--- src/include/cidsf_map.svh ---
// Register offsets, field positions and reset values of the caller-id status block
`ifndef CIDSF_MAP_SVH
`define CIDSF_MAP_SVH

// ----------------------------------------------------------------------
// Register offsets (index on the 3-bit register port)
// ----------------------------------------------------------------------
`define CIDSF_OFF_LIVE 3'h0
`define CIDSF_OFF_FLAG 3'h1
`define CIDSF_OFF_MASK 3'h2
`define CIDSF_OFF_CTRL 3'h3
`define CIDSF_OFF_FSKB 3'h4

// ----------------------------------------------------------------------
// Live status bit positions
// ----------------------------------------------------------------------
`define CIDSF_BIT_CLK 6
`define CIDSF_BIT_VAL 5
`define CIDSF_BIT_CAR 4
`define CIDSF_BIT_TONE 3
`define CIDSF_BIT_BYTE 2
`define CIDSF_BIT_ALERT 1
`define CIDSF_BIT_RING 0

// ----------------------------------------------------------------------
// Event flag positions (same layout in flag and mask registers)
// ----------------------------------------------------------------------
`define CIDSF_EVT_LATCH 6
`define CIDSF_EVT_TONE 3
`define CIDSF_EVT_BYTE 2
`define CIDSF_EVT_ALERT 1
`define CIDSF_EVT_RING 0
`define CIDSF_EVT_USED 8'h4F

// ----------------------------------------------------------------------
// Control fields and reset values
// ----------------------------------------------------------------------
`define CIDSF_CTRL_EN 0
`define CIDSF_RST_LIVE 8'h00
`define CIDSF_RST_FLAG 8'h00
`define CIDSF_RST_MASK 8'h00
`define CIDSF_RST_CTRL 8'h00
`define CIDSF_RST_FSKB 8'h00

`endif

--- src/include/cidsf_pkg.sv ---
// Shared types of the caller-id status block
package cidsf_pkg;
   // One register byte
   typedef logic [7:0] cidsf_byte_t;
   // Register port index
   typedef logic [2:0] cidsf_addr_t;
endpackage

--- src/rtl/cidsf_sync.sv ---
// Two-stage synchroniser bank for detector inputs
`timescale 1ns/10ps
module cidsf_sync #(
   parameter int W = 16
) (
   // Clock and reset
   input wire logic i_clk,
   input wire logic i_rst,
   // Asynchronous inputs and their synchronised copies
   input wire logic [W-1:0] i_async,
   output logic [W-1:0] o_sync
);
   logic [W-1:0] stage1_reg;
   logic [W-1:0] stage2_reg;

   // One pair of flip-flops per bit; stage one feeds stage two only
   genvar gi;
   generate
      for (gi = 0; gi < W; gi++) begin : g_bit
         always_ff @(posedge i_clk or posedge i_rst) begin
            if (i_rst) begin
               stage1_reg[gi] <= 1'b0;
               stage2_reg[gi] <= 1'b0;
            end else begin
               stage1_reg[gi] <= i_async[gi];
               stage2_reg[gi] <= stage1_reg[gi];
            end
         end
      end
   endgenerate

   assign o_sync = stage2_reg;
endmodule

--- src/rtl/cidsf_flags.sv ---
// Sticky event flags, set by hardware and cleared by writing one
`timescale 1ns/10ps
module cidsf_flags #(
   parameter int W = 8,
   parameter logic [7:0] USED = 8'hFF
) (
   // Clock and reset
   input wire logic i_clk,
   input wire logic i_rst,
   // Hardware set pulses and software clear mask
   input wire logic [W-1:0] i_set,
   input wire logic [W-1:0] i_clr,
   // Flag state
   output logic [W-1:0] o_flags
);
   logic [W-1:0] flag_reg;
   logic [W-1:0] flag_next;

   // Next value per bit; a set in the clearing cycle wins so no event is lost
   genvar gi;
   generate
      for (gi = 0; gi < W; gi++) begin : g_flag
         always_comb begin
            if (!USED[gi]) begin
               flag_next[gi] = 1'b0;
            end else if (i_set[gi]) begin
               flag_next[gi] = 1'b1;
            end else if (i_clr[gi]) begin
               flag_next[gi] = 1'b0;
            end else begin
               flag_next[gi] = flag_reg[gi];
            end
         end
      end
   endgenerate

   // Flag storage, empty after reset
   always_ff @(posedge i_clk or posedge i_rst) begin
      if (i_rst) begin
         flag_reg <= '0;
      end else begin
         flag_reg <= flag_next;
      end
   end

   assign o_flags = flag_reg;
endmodule

--- src/rtl/cidsf_top.sv ---
// Caller-id live status, sticky event flags, mask, enable and received byte
//
// Local design decisions: the address map and the plain strobed port.
`timescale 1ns/10ps
`include "cidsf_map.svh"

// What this block does
// - Live status read-only, zero at reset
// - Bit 6 mirrors FSK bit clock
// - Bit 5 mirrors FSK bit value
// - Bit 4 high while FSK carrier present
// - Bit 3 high while tone digit ready
// - Bit 2 high while FSK byte ready
// - Bit 1 high while qualified alert tone
// - Bit 0 high on ring or reversal
// - FSK latch clock rise sets sticky flag
// - Tone ready rise sets sticky flag
// - Byte ready rise sets sticky flag
// - Alert tone rise sets sticky flag
// - Ring rise sets sticky flag
// - Enable low blanks status and stops new flags; set flags are kept
// - Received byte held when byte ready
module cidsf_top #(
   parameter int DW = 8
) (
   // Clock and reset
   input wire logic i_clk,
   input wire logic i_rst,
   // Register port
   input wire cidsf_pkg::cidsf_addr_t i_addr,
   input wire cidsf_pkg::cidsf_byte_t i_wdata,
   input wire logic i_wr,
   input wire logic i_rd,
   output cidsf_pkg::cidsf_byte_t o_rdata,
   // Detector signals, asynchronous to i_clk
   input wire logic i_fsk_bit_clock,
   input wire logic i_fsk_bit_value,
   input wire logic i_fsk_carrier_present,
   input wire logic i_tone_digit_ready,
   input wire logic i_fsk_byte_ready,
   input wire logic i_alert_tone_qualified,
   input wire logic i_ring_detected,
   input wire logic i_fsk_latch_clock,
   input wire logic [DW-1:0] i_fsk_received_byte,
   // Interrupt
   output logic o_irq
);
   // ----------------------------------------------------------------------
   // Declarations
   // ----------------------------------------------------------------------
   localparam int NS = 8;
   logic [NS+DW-1:0] async_in;
   logic [NS+DW-1:0] sync_out;
   logic [NS-1:0] sync_bits;
   logic [DW-1:0] sync_data;
   cidsf_pkg::cidsf_byte_t live_status_reg;
   cidsf_pkg::cidsf_byte_t live_status_next;
   cidsf_pkg::cidsf_byte_t live_prev_reg;
   cidsf_pkg::cidsf_byte_t live_prev_next;
   logic latch_reg;
   logic latch_next;
   logic latch_prev_reg;
   logic latch_prev_next;
   cidsf_pkg::cidsf_byte_t ctrl_reg;
   cidsf_pkg::cidsf_byte_t ctrl_next;
   cidsf_pkg::cidsf_byte_t mask_reg;
   cidsf_pkg::cidsf_byte_t mask_next;
   logic [DW-1:0] fsk_byte_reg;
   logic [DW-1:0] fsk_byte_next;
   cidsf_pkg::cidsf_byte_t evt_set;
   cidsf_pkg::cidsf_byte_t evt_clr;
   cidsf_pkg::cidsf_byte_t flags;
   cidsf_pkg::cidsf_byte_t rdata_reg;
   cidsf_pkg::cidsf_byte_t rdata_next;
   logic irq_reg;
   logic irq_next;
   logic en;

   // ----------------------------------------------------------------------
   // Input synchronisers
   // ----------------------------------------------------------------------
   // Detector levels and byte bits all pass two flops before use
   always_comb begin
      async_in = '0;
      async_in[`CIDSF_BIT_CLK] = i_fsk_bit_clock;
      async_in[`CIDSF_BIT_VAL] = i_fsk_bit_value;
      async_in[`CIDSF_BIT_CAR] = i_fsk_carrier_present;
      async_in[`CIDSF_BIT_TONE] = i_tone_digit_ready;
      async_in[`CIDSF_BIT_BYTE] = i_fsk_byte_ready;
      async_in[`CIDSF_BIT_ALERT] = i_alert_tone_qualified;
      async_in[`CIDSF_BIT_RING] = i_ring_detected;
      async_in[7] = i_fsk_latch_clock; // Slot 7 carries the latch clock
      async_in[NS+DW-1:NS] = i_fsk_received_byte;
   end

   cidsf_sync #(
      .W(NS + DW)
   ) u_sync (
      .i_clk(i_clk),
      .i_rst(i_rst),
      .i_async(async_in),
      .o_sync(sync_out)
   );

   assign sync_bits = sync_out[NS-1:0];
   assign sync_data = sync_out[NS+DW-1:NS];
   assign en = ctrl_reg[`CIDSF_CTRL_EN];

   // ----------------------------------------------------------------------
   // Live status and edge detection
   // ----------------------------------------------------------------------
   // Hardware alone drives the live byte; bit 7 has no source and reads zero
   always_comb begin
      live_status_next = 8'h00;
      if (en) begin
         live_status_next[6:0] = sync_bits[6:0];
      end
      live_prev_next = live_status_reg;
      latch_next = en & sync_bits[7];
      latch_prev_next = latch_reg;
   end

   always_ff @(posedge i_clk or posedge i_rst) begin
      if (i_rst) begin
         live_status_reg <= `CIDSF_RST_LIVE;
         live_prev_reg <= `CIDSF_RST_LIVE;
         latch_reg <= 1'b0;
         latch_prev_reg <= 1'b0;
      end else begin
         live_status_reg <= live_status_next;
         live_prev_reg <= live_prev_next;
         latch_reg <= latch_next;
         latch_prev_reg <= latch_prev_next;
      end
   end

   // Rising edges against the previous sample feed the sticky flags
   always_comb begin
      evt_set = 8'h00;
      evt_set[`CIDSF_EVT_LATCH] = latch_reg & ~latch_prev_reg;
      evt_set[`CIDSF_EVT_TONE] = live_status_reg[`CIDSF_BIT_TONE]
         & ~live_prev_reg[`CIDSF_BIT_TONE];
      evt_set[`CIDSF_EVT_BYTE] = live_status_reg[`CIDSF_BIT_BYTE]
         & ~live_prev_reg[`CIDSF_BIT_BYTE];
      evt_set[`CIDSF_EVT_ALERT] = live_status_reg[`CIDSF_BIT_ALERT]
         & ~live_prev_reg[`CIDSF_BIT_ALERT];
      evt_set[`CIDSF_EVT_RING] = live_status_reg[`CIDSF_BIT_RING]
         & ~live_prev_reg[`CIDSF_BIT_RING];
      evt_clr = 8'h00;
      if (i_wr && (i_addr == `CIDSF_OFF_FLAG)) begin
         evt_clr = i_wdata; // Write one to clear
      end
   end

   // ----------------------------------------------------------------------
   // Event flags
   // ----------------------------------------------------------------------
   cidsf_flags #(
      .W(8),
      .USED(`CIDSF_EVT_USED)
   ) u_flags (
      .i_clk(i_clk),
      .i_rst(i_rst),
      .i_set(evt_set),
      .i_clr(evt_clr),
      .o_flags(flags)
   );

   // ----------------------------------------------------------------------
   // Control, mask and received byte
   // ----------------------------------------------------------------------
   // Enable starts low, so software must switch detection on after reset
   always_comb begin
      ctrl_next = ctrl_reg;
      mask_next = mask_reg;
      fsk_byte_next = fsk_byte_reg;
      if (i_wr && (i_addr == `CIDSF_OFF_CTRL)) begin
         ctrl_next = 8'h00;
         ctrl_next[`CIDSF_CTRL_EN] = i_wdata[`CIDSF_CTRL_EN];
      end
      if (i_wr && (i_addr == `CIDSF_OFF_MASK)) begin
         mask_next = i_wdata & `CIDSF_EVT_USED;
      end
      // Data is caught with the ready edge, both delayed by the same synchroniser
      if (evt_set[`CIDSF_EVT_BYTE]) begin
         fsk_byte_next = sync_data;
      end
   end

   always_ff @(posedge i_clk or posedge i_rst) begin
      if (i_rst) begin
         ctrl_reg <= `CIDSF_RST_CTRL;
         mask_reg <= `CIDSF_RST_MASK;
         fsk_byte_reg <= DW'(`CIDSF_RST_FSKB);
      end else begin
         ctrl_reg <= ctrl_next;
         mask_reg <= mask_next;
         fsk_byte_reg <= fsk_byte_next;
      end
   end

   // ----------------------------------------------------------------------
   // Read data and interrupt
   // ----------------------------------------------------------------------
   // Read data stands only in the cycle after the strobe, zero otherwise
   always_comb begin
      rdata_next = 8'h00;
      if (i_rd) begin
         case (i_addr)
            `CIDSF_OFF_LIVE: rdata_next = live_status_reg;
            `CIDSF_OFF_FLAG: rdata_next = flags;
            `CIDSF_OFF_MASK: rdata_next = mask_reg;
            `CIDSF_OFF_CTRL: rdata_next = ctrl_reg;
            `CIDSF_OFF_FSKB: rdata_next = 8'(fsk_byte_reg);
            default: rdata_next = 8'h00;
         endcase
      end
      irq_next = |(flags & mask_reg);
   end

   always_ff @(posedge i_clk or posedge i_rst) begin
      if (i_rst) begin
         rdata_reg <= 8'h00;
         irq_reg <= 1'b0;
      end else begin
         rdata_reg <= rdata_next;
         irq_reg <= irq_next;
      end
   end

   assign o_rdata = rdata_reg;
   assign o_irq = irq_reg;
endmodule

--- config.mk ---
export PLATFORM = sky130hd
export DESIGN_NAME = cidsf_top
export DESIGN_NICKNAME = d
export VERILOG_FILES = /design/src/include/cidsf_pkg.sv /design/src/rtl/cidsf_sync.sv /design/src/rtl/cidsf_flags.sv /design/src/rtl/cidsf_top.sv
export VERILOG_INCLUDE_DIRS = /design/src /design/src/include
export SDC_FILE = /design/constraint.sdc
export NUM_CORES = 1
export LEC_CHECK = 0
export BUFFER_PORTS_ARGS = -buffer_cell sky130_fd_sc_hd__buf_2
export CORE_ASPECT_RATIO = 1.75
export CORE_UTILIZATION = 40
export DETAILED_ROUTE_END_ITERATION = 10
export GPL_TIMING_DRIVEN = 0
export PLACE_DENSITY = 0.59
export SYNTH_ARGS = -nofsm -noshare
export SYNTH_HDL_FRONTEND = slang
export SYNTH_SLANG_ARGS = --single-unit
--- constraint.sdc ---
create_clock -name i_clk -period 6.9 [get_ports i_clk]
set_clock_uncertainty 0.1 [all_clocks]
set_input_delay 1.035 -clock i_clk [delete_from_list [all_inputs] [get_ports i_clk]]
set_output_delay 1.035 -clock i_clk [all_outputs]
set_load 0.03 [all_outputs]
Word-level counts from Yosys, hierarchy flattened
Index checks and enable logic that the tools add are counted.
W data, S select, Z words.
{ "classes": {"eq_ne": 4, "n_mux": 14, "bitwise_logic": 12, "n_reduce_logical": 10} }
{ "ops": {"columns": ["op", "n"], "rows": [
  ["$pmux W8 S5", 1],
  ["$mux W7", 2],
  ["$mux W1", 10],
  ["$reduce_bool A2 Y1", 5],
  ["$mux W8", 1],
  ["$reduce_or A8 Y1", 1],
  ["$and A7 B7 Y7", 1],
  ["$and A1 B1 Y1", 6],
  ["$eq A3 B2 Y1 const B", 2],
  ["$not A1 Y1", 5],
  ["$eq A3 B1 Y1 const B", 1],
  ["$eq A3 B3 Y1 const B", 1],
  ["$logic_and A1 B1 Y1", 3],
  ["$logic_not A3 Y1", 1]
]} }
{ "word_totals": {"register_bits": 73, "input_bits": 31, "out_inout_bits": 9} }

Longest topological paths before layout
{ "logic_depth": {"depth_word": 5, "ltp_mapped": 5} }

Modules after synthesis
A second synthesis with hierarchy kept.
{ "hier_totals": {"cells_unflattened": 184, "hier_area_um2": 2680.1} }
{ "by_module_without_submodules": {"columns": ["mod", "instances", "cells_per_inst", "area_per_inst_um2"], "rows": [
  ["cidsf_top", 1, 131, 1664.1],
  ["cidsf_sync", 1, 33, 804.5],
  ["cidsf_flags", 1, 20, 211.5]
]} }

Worst setup path before layout
No wires, ideal clock.
{ "synth_timing": {"path_kind": "in2reg", "start": "in i_addr[0]", "end": "reg mask_reg[0]", "setup_ps": 125, "arrival_ps": 1936, "required_ps": 6675, "path_slack_ps": 4739, "stages": 3, "n_path_buf": 1, "cell_sequence": "clkbuf_2 nor4b_4 mux2_2"} }
{ "synth_between": {"elab_chain_cells": 2} }
{ "synth_lines": {"columns": ["item", "line_no", "text"], "rows": [
  ["start, declared", "cidsf_top.sv:30", "input wire cidsf_pkg::cidsf_addr_t i_addr,"],
  ["$eq A3 B2 Y1", null, null],
  ["$logic_and A1 B1 Y1", "cidsf_top.sv:181", "if (i_wr && (i_addr == `CIDSF_OFF_MASK)) begin"],
  ["end signal, assigned", "cidsf_top.sv:193", "mask_reg <= `CIDSF_RST_MASK;"],
  ["end signal, assigned", "cidsf_top.sv:197", "mask_reg <= mask_next;"],
  ["end, declared", "cidsf_top.sv:66", "cidsf_pkg::cidsf_byte_t mask_reg;"]
]} }
Every way passes these cells.
A chain may end at the register's enable or synchronous reset.

Worst setup path in the final report
{ "layout_timing": {"start": "reg rdata_reg[4] (netlist: o_rdata[4])", "end": "out o_rdata[4]"} }
{ "layout_rtl": {"columns": ["item", "line_no", "text"], "rows": [
  ["start, declared", "cidsf_top.sv:73", "cidsf_pkg::cidsf_byte_t rdata_reg;"],
  ["start signal, assigned", "cidsf_top.sv:226", "rdata_reg <= rdata_next;"],
  ["end, declared", "cidsf_top.sv:34", "output cidsf_pkg::cidsf_byte_t o_rdata,"]
]} }
No word-level cell between the ends.

==> metrics.yaml <==
detailed_routing:
  drt_iter0_drc: 54
  dr_total_vias: 1348
  wl_per_cell_um: 13.5
  drt-pass1-iter-count: 4
  drc: 0
  wl_um: 3900
  avgViaCountPerCell: 4.65
  antenna_left: 0
critical_path:
  critPathTopFamily: "flip-flops"
  critPathCaptureType: "output port"
  cp_num_buf_inv: 1
  cp.required_ns: 5.76
  slowest_delay_ns: 0.36
  cp_max_fo: 1
  start_kind: "register"
  crit_type: "reg2out"
  path_cells: "buf_2"
  cp.arrival_ns: 0.88
  crit_slowest_cell: "dfrtp_1"
yosys:
  ys_seq_area_share_pct: 73.7
  synth.distinct_cells: 25
  synth-compound-area-share_pct: 5.86
  synthSimpleGateAreaFrac_pct: 8.08
  syn-num-nets: 192
  yosysWarnings: 0
  syn_inst: 161
  synthXorXnorAreaFrac_pct: 0
  synthAdderAreaFrac_pct: 0
  syn_area_um2: 2480
  syn_area_per_cell_um2: 15.4
  synth_top_family_by_area: "multiplexers"
  synthMuxAreaShare_pct: 10.2
  synth_seq_cells: 73
floorplan:
  num_rows: 37
  die_w_um: 61.5
  core_area_um2: 5930
  start_util_pct: 41.8
  dieArea_um2: 6520
  die_height_um: 106
  io_pins: 40
power_and_ir_drop:
  vdd.ir_drop.worst_mv: 0.248
  swShare_pct: 23.1
  pwr-share-comb_pct: 11.0
  total_power_w: 0.000994
  p_per_area_nw_per_um2: 332
  power.internal_w: 0.000764
  p_seq_share_pct: 51.9
  p_clk_share_pct: 37.1
  p_leak_nw: 1.41
  switchingPower_w: 0.000230
sta:
  worst_slew_pin_slew_ns: 0.666
  slew_headroom_pct: 55.6
  setup_viol: 0
  max_freq_ghz: 0.497
  final.period_utilization_pct: 29.1
  post-route-min-period_ns: 2.01
  tns_ns: 0
  slew_violations: 0
  rsz0062_at_grt: "false"
  finalHoldViolations: 0
clocking:
  cts_buffer_depth: 2
  root_buffer: "clkbuf_8"
  cts.sink_count: 73
  path_clk_slew_ns: 0.07
  cts_tree: "built"
  clock_latency_ns: 0.34
  post-cts-setup-buffers: 0
  cts_resized: 0
  hold_buffers: 0
  cts_buffers: 9
  ctsHtreeMaxLevel: 3
placed_design:
  place_congestion: 0.855
  port_buffers: 34
  dp_hpwl_um: 2760
run_status:
  status: "complete, no violations"
grt:
  grt_max_degree: 43
  antenna_found_initial: 0
  grt-ovfl-total: 0
  grt_pass1_vias: 1467
  grt_usage_pct: 14.9
  grt_first_pass_wirelength_um: 6820
layout:
  drive_gt1_share_pct: 35.8
  nNetsFinal: 238
  num_antenna_cells: 0
  area_delta_synth_final_pct: 20.9
  fill_cells: 569
run:
  cap_viol_max_count: 0
worst_hold_path:
  hold_path_class: "reg2reg"
==> power by group through the flow <==
stage	clock [W]	sequential, W	combinational, W
global placement	0	0.000521	0.000107
floorplan	0	0.000522	0.0000735
finish	0.000369	0.000515	0.000110
detailed placement	0	0.000525	0.000111
global route	0.000401	0.000523	0.000124
CTS	0.000379	0.000516	0.000112
==> final timing paths <==
| path | slack (ns) | from | end | depth (start not counted) |
|---|---|---|---|---|
| worst max-delay path | 4.89 | o_rdata[4]$_DFF_PP0_ | o_rdata[4] | 1 |
| worst min-delay path | 0.25 | u_sync.stage1_reg[8]$_DFF_PP0_ | u_sync.o_sync[8]$_DFF_PP0_ | 0 |
| worst max register to register | 5.55 | live_prev_next[3]$_DFF_PP0_ | o_rdata[3]$_DFF_PP0_ | 3 |
| worst min register to register | 0.25 | u_sync.stage1_reg[8]$_DFF_PP0_ | u_sync.o_sync[8]$_DFF_PP0_ | 0 |
| max in group asynchronous | 5.37 | i_rst | live_prev_reg[0]$_DFF_PP0_ | 3 |
| min in group asynchronous | 0.69 | i_rst | u_sync.stage1_reg[1]$_DFF_PP0_ | 2 |
==> cell usage after synthesis <==
master,instances,area (um2)
a21oi_1,3,15.0
nor2b_1,6,37.5
o21ai_0,4,20.0
a22oi_1,1,7.51
nor4b_4,1,23.8
nand4b_1,1,8.76
buf_4,1,7.51
a222oi_1,1,10.0
mux2_2,17,191
a21o_1,1,7.51
o2bb2ai_1,2,17.5
o22ai_1,1,6.26
mux2i_1,6,60.1
inv_1,7,26.3
a221oi_1,3,26.3
nand3b_1,1,7.51
dfrtp_1,73,1830
buf_2,3,15.0
clkbuf_2,1,5.00
and2b_1,1,7.51
a22o_1,4,35.0
nor2_1,4,15.0
and2_1,8,50.1
and4bb_2,1,12.5
nand2_1,10,37.5
==> routing by layer <==
metal	wire [um]	GRT usage, %	share of wire, %
met5	0	0	0
met2	2030	22.2	52
met4	61	7.30	1.6
met3	171	5.84	4.4
met1	1640	18.4	42
==> area by class of cell <==
cell class | instances | area, um2 | area share (%)
clock inverter | 5 | 77.6 | 2.59
multi-input combinational | 76 | 597 | 19.9
timing repair buffer | 35 | 190 | 6.35
clock buffer | 11 | 151 | 5.06
inverter | 7 | 26.3 | 0.878
buffer | 5 | 27.5 | 0.919
tap | 78 | 97.6 | 3.26
sequential | 73 | 1830 | 61.0
==> through the flow <==
stage	hold slack, ns	util [%]	setup WS (ns)	instance area, um2	std cells
3_3_place_gp	0.232	46.3	3.27	2750	273
4_1_cts	0.252	50.5	4.87	2990	290
2_1_floorplan	0.231	-	3.91	2480	161
5_1_grt	0.262	50.5	4.85	2990	290
3_5_place_dp	0.235	46.7	4.59	2770	274
6_report	0.250	50.5	4.89	2990	290
==> layout by cell type, fill, tap and decap left out, types with 2 or more instances in the layout <==
cell type,netlist,routed
a21oi_1,3,3
a221oi_1,3,3
a22o_1,4,4
and2_1,8,8
buf_2,3,37
bufinv_16,0,2
clkbuf_8,0,11
clkinv_2,0,2
dfrtp_1,73,73
inv_1,7,6
mux2_2,17,17
mux2i_1,6,6
nand2_1,10,10
nor2_1,4,4
nor2b_1,6,6
o21ai_0,4,4
o2bb2ai_1,2,2
==> cells by family (layout without fill, tap and decap cells) <==
logic type	Yosys count	count (layout)
simple gates	33	33
flops	73	73
compound gates	20	20
mux	23	23
buf+inv	12	63
Power figures use the tool's default switching activity.
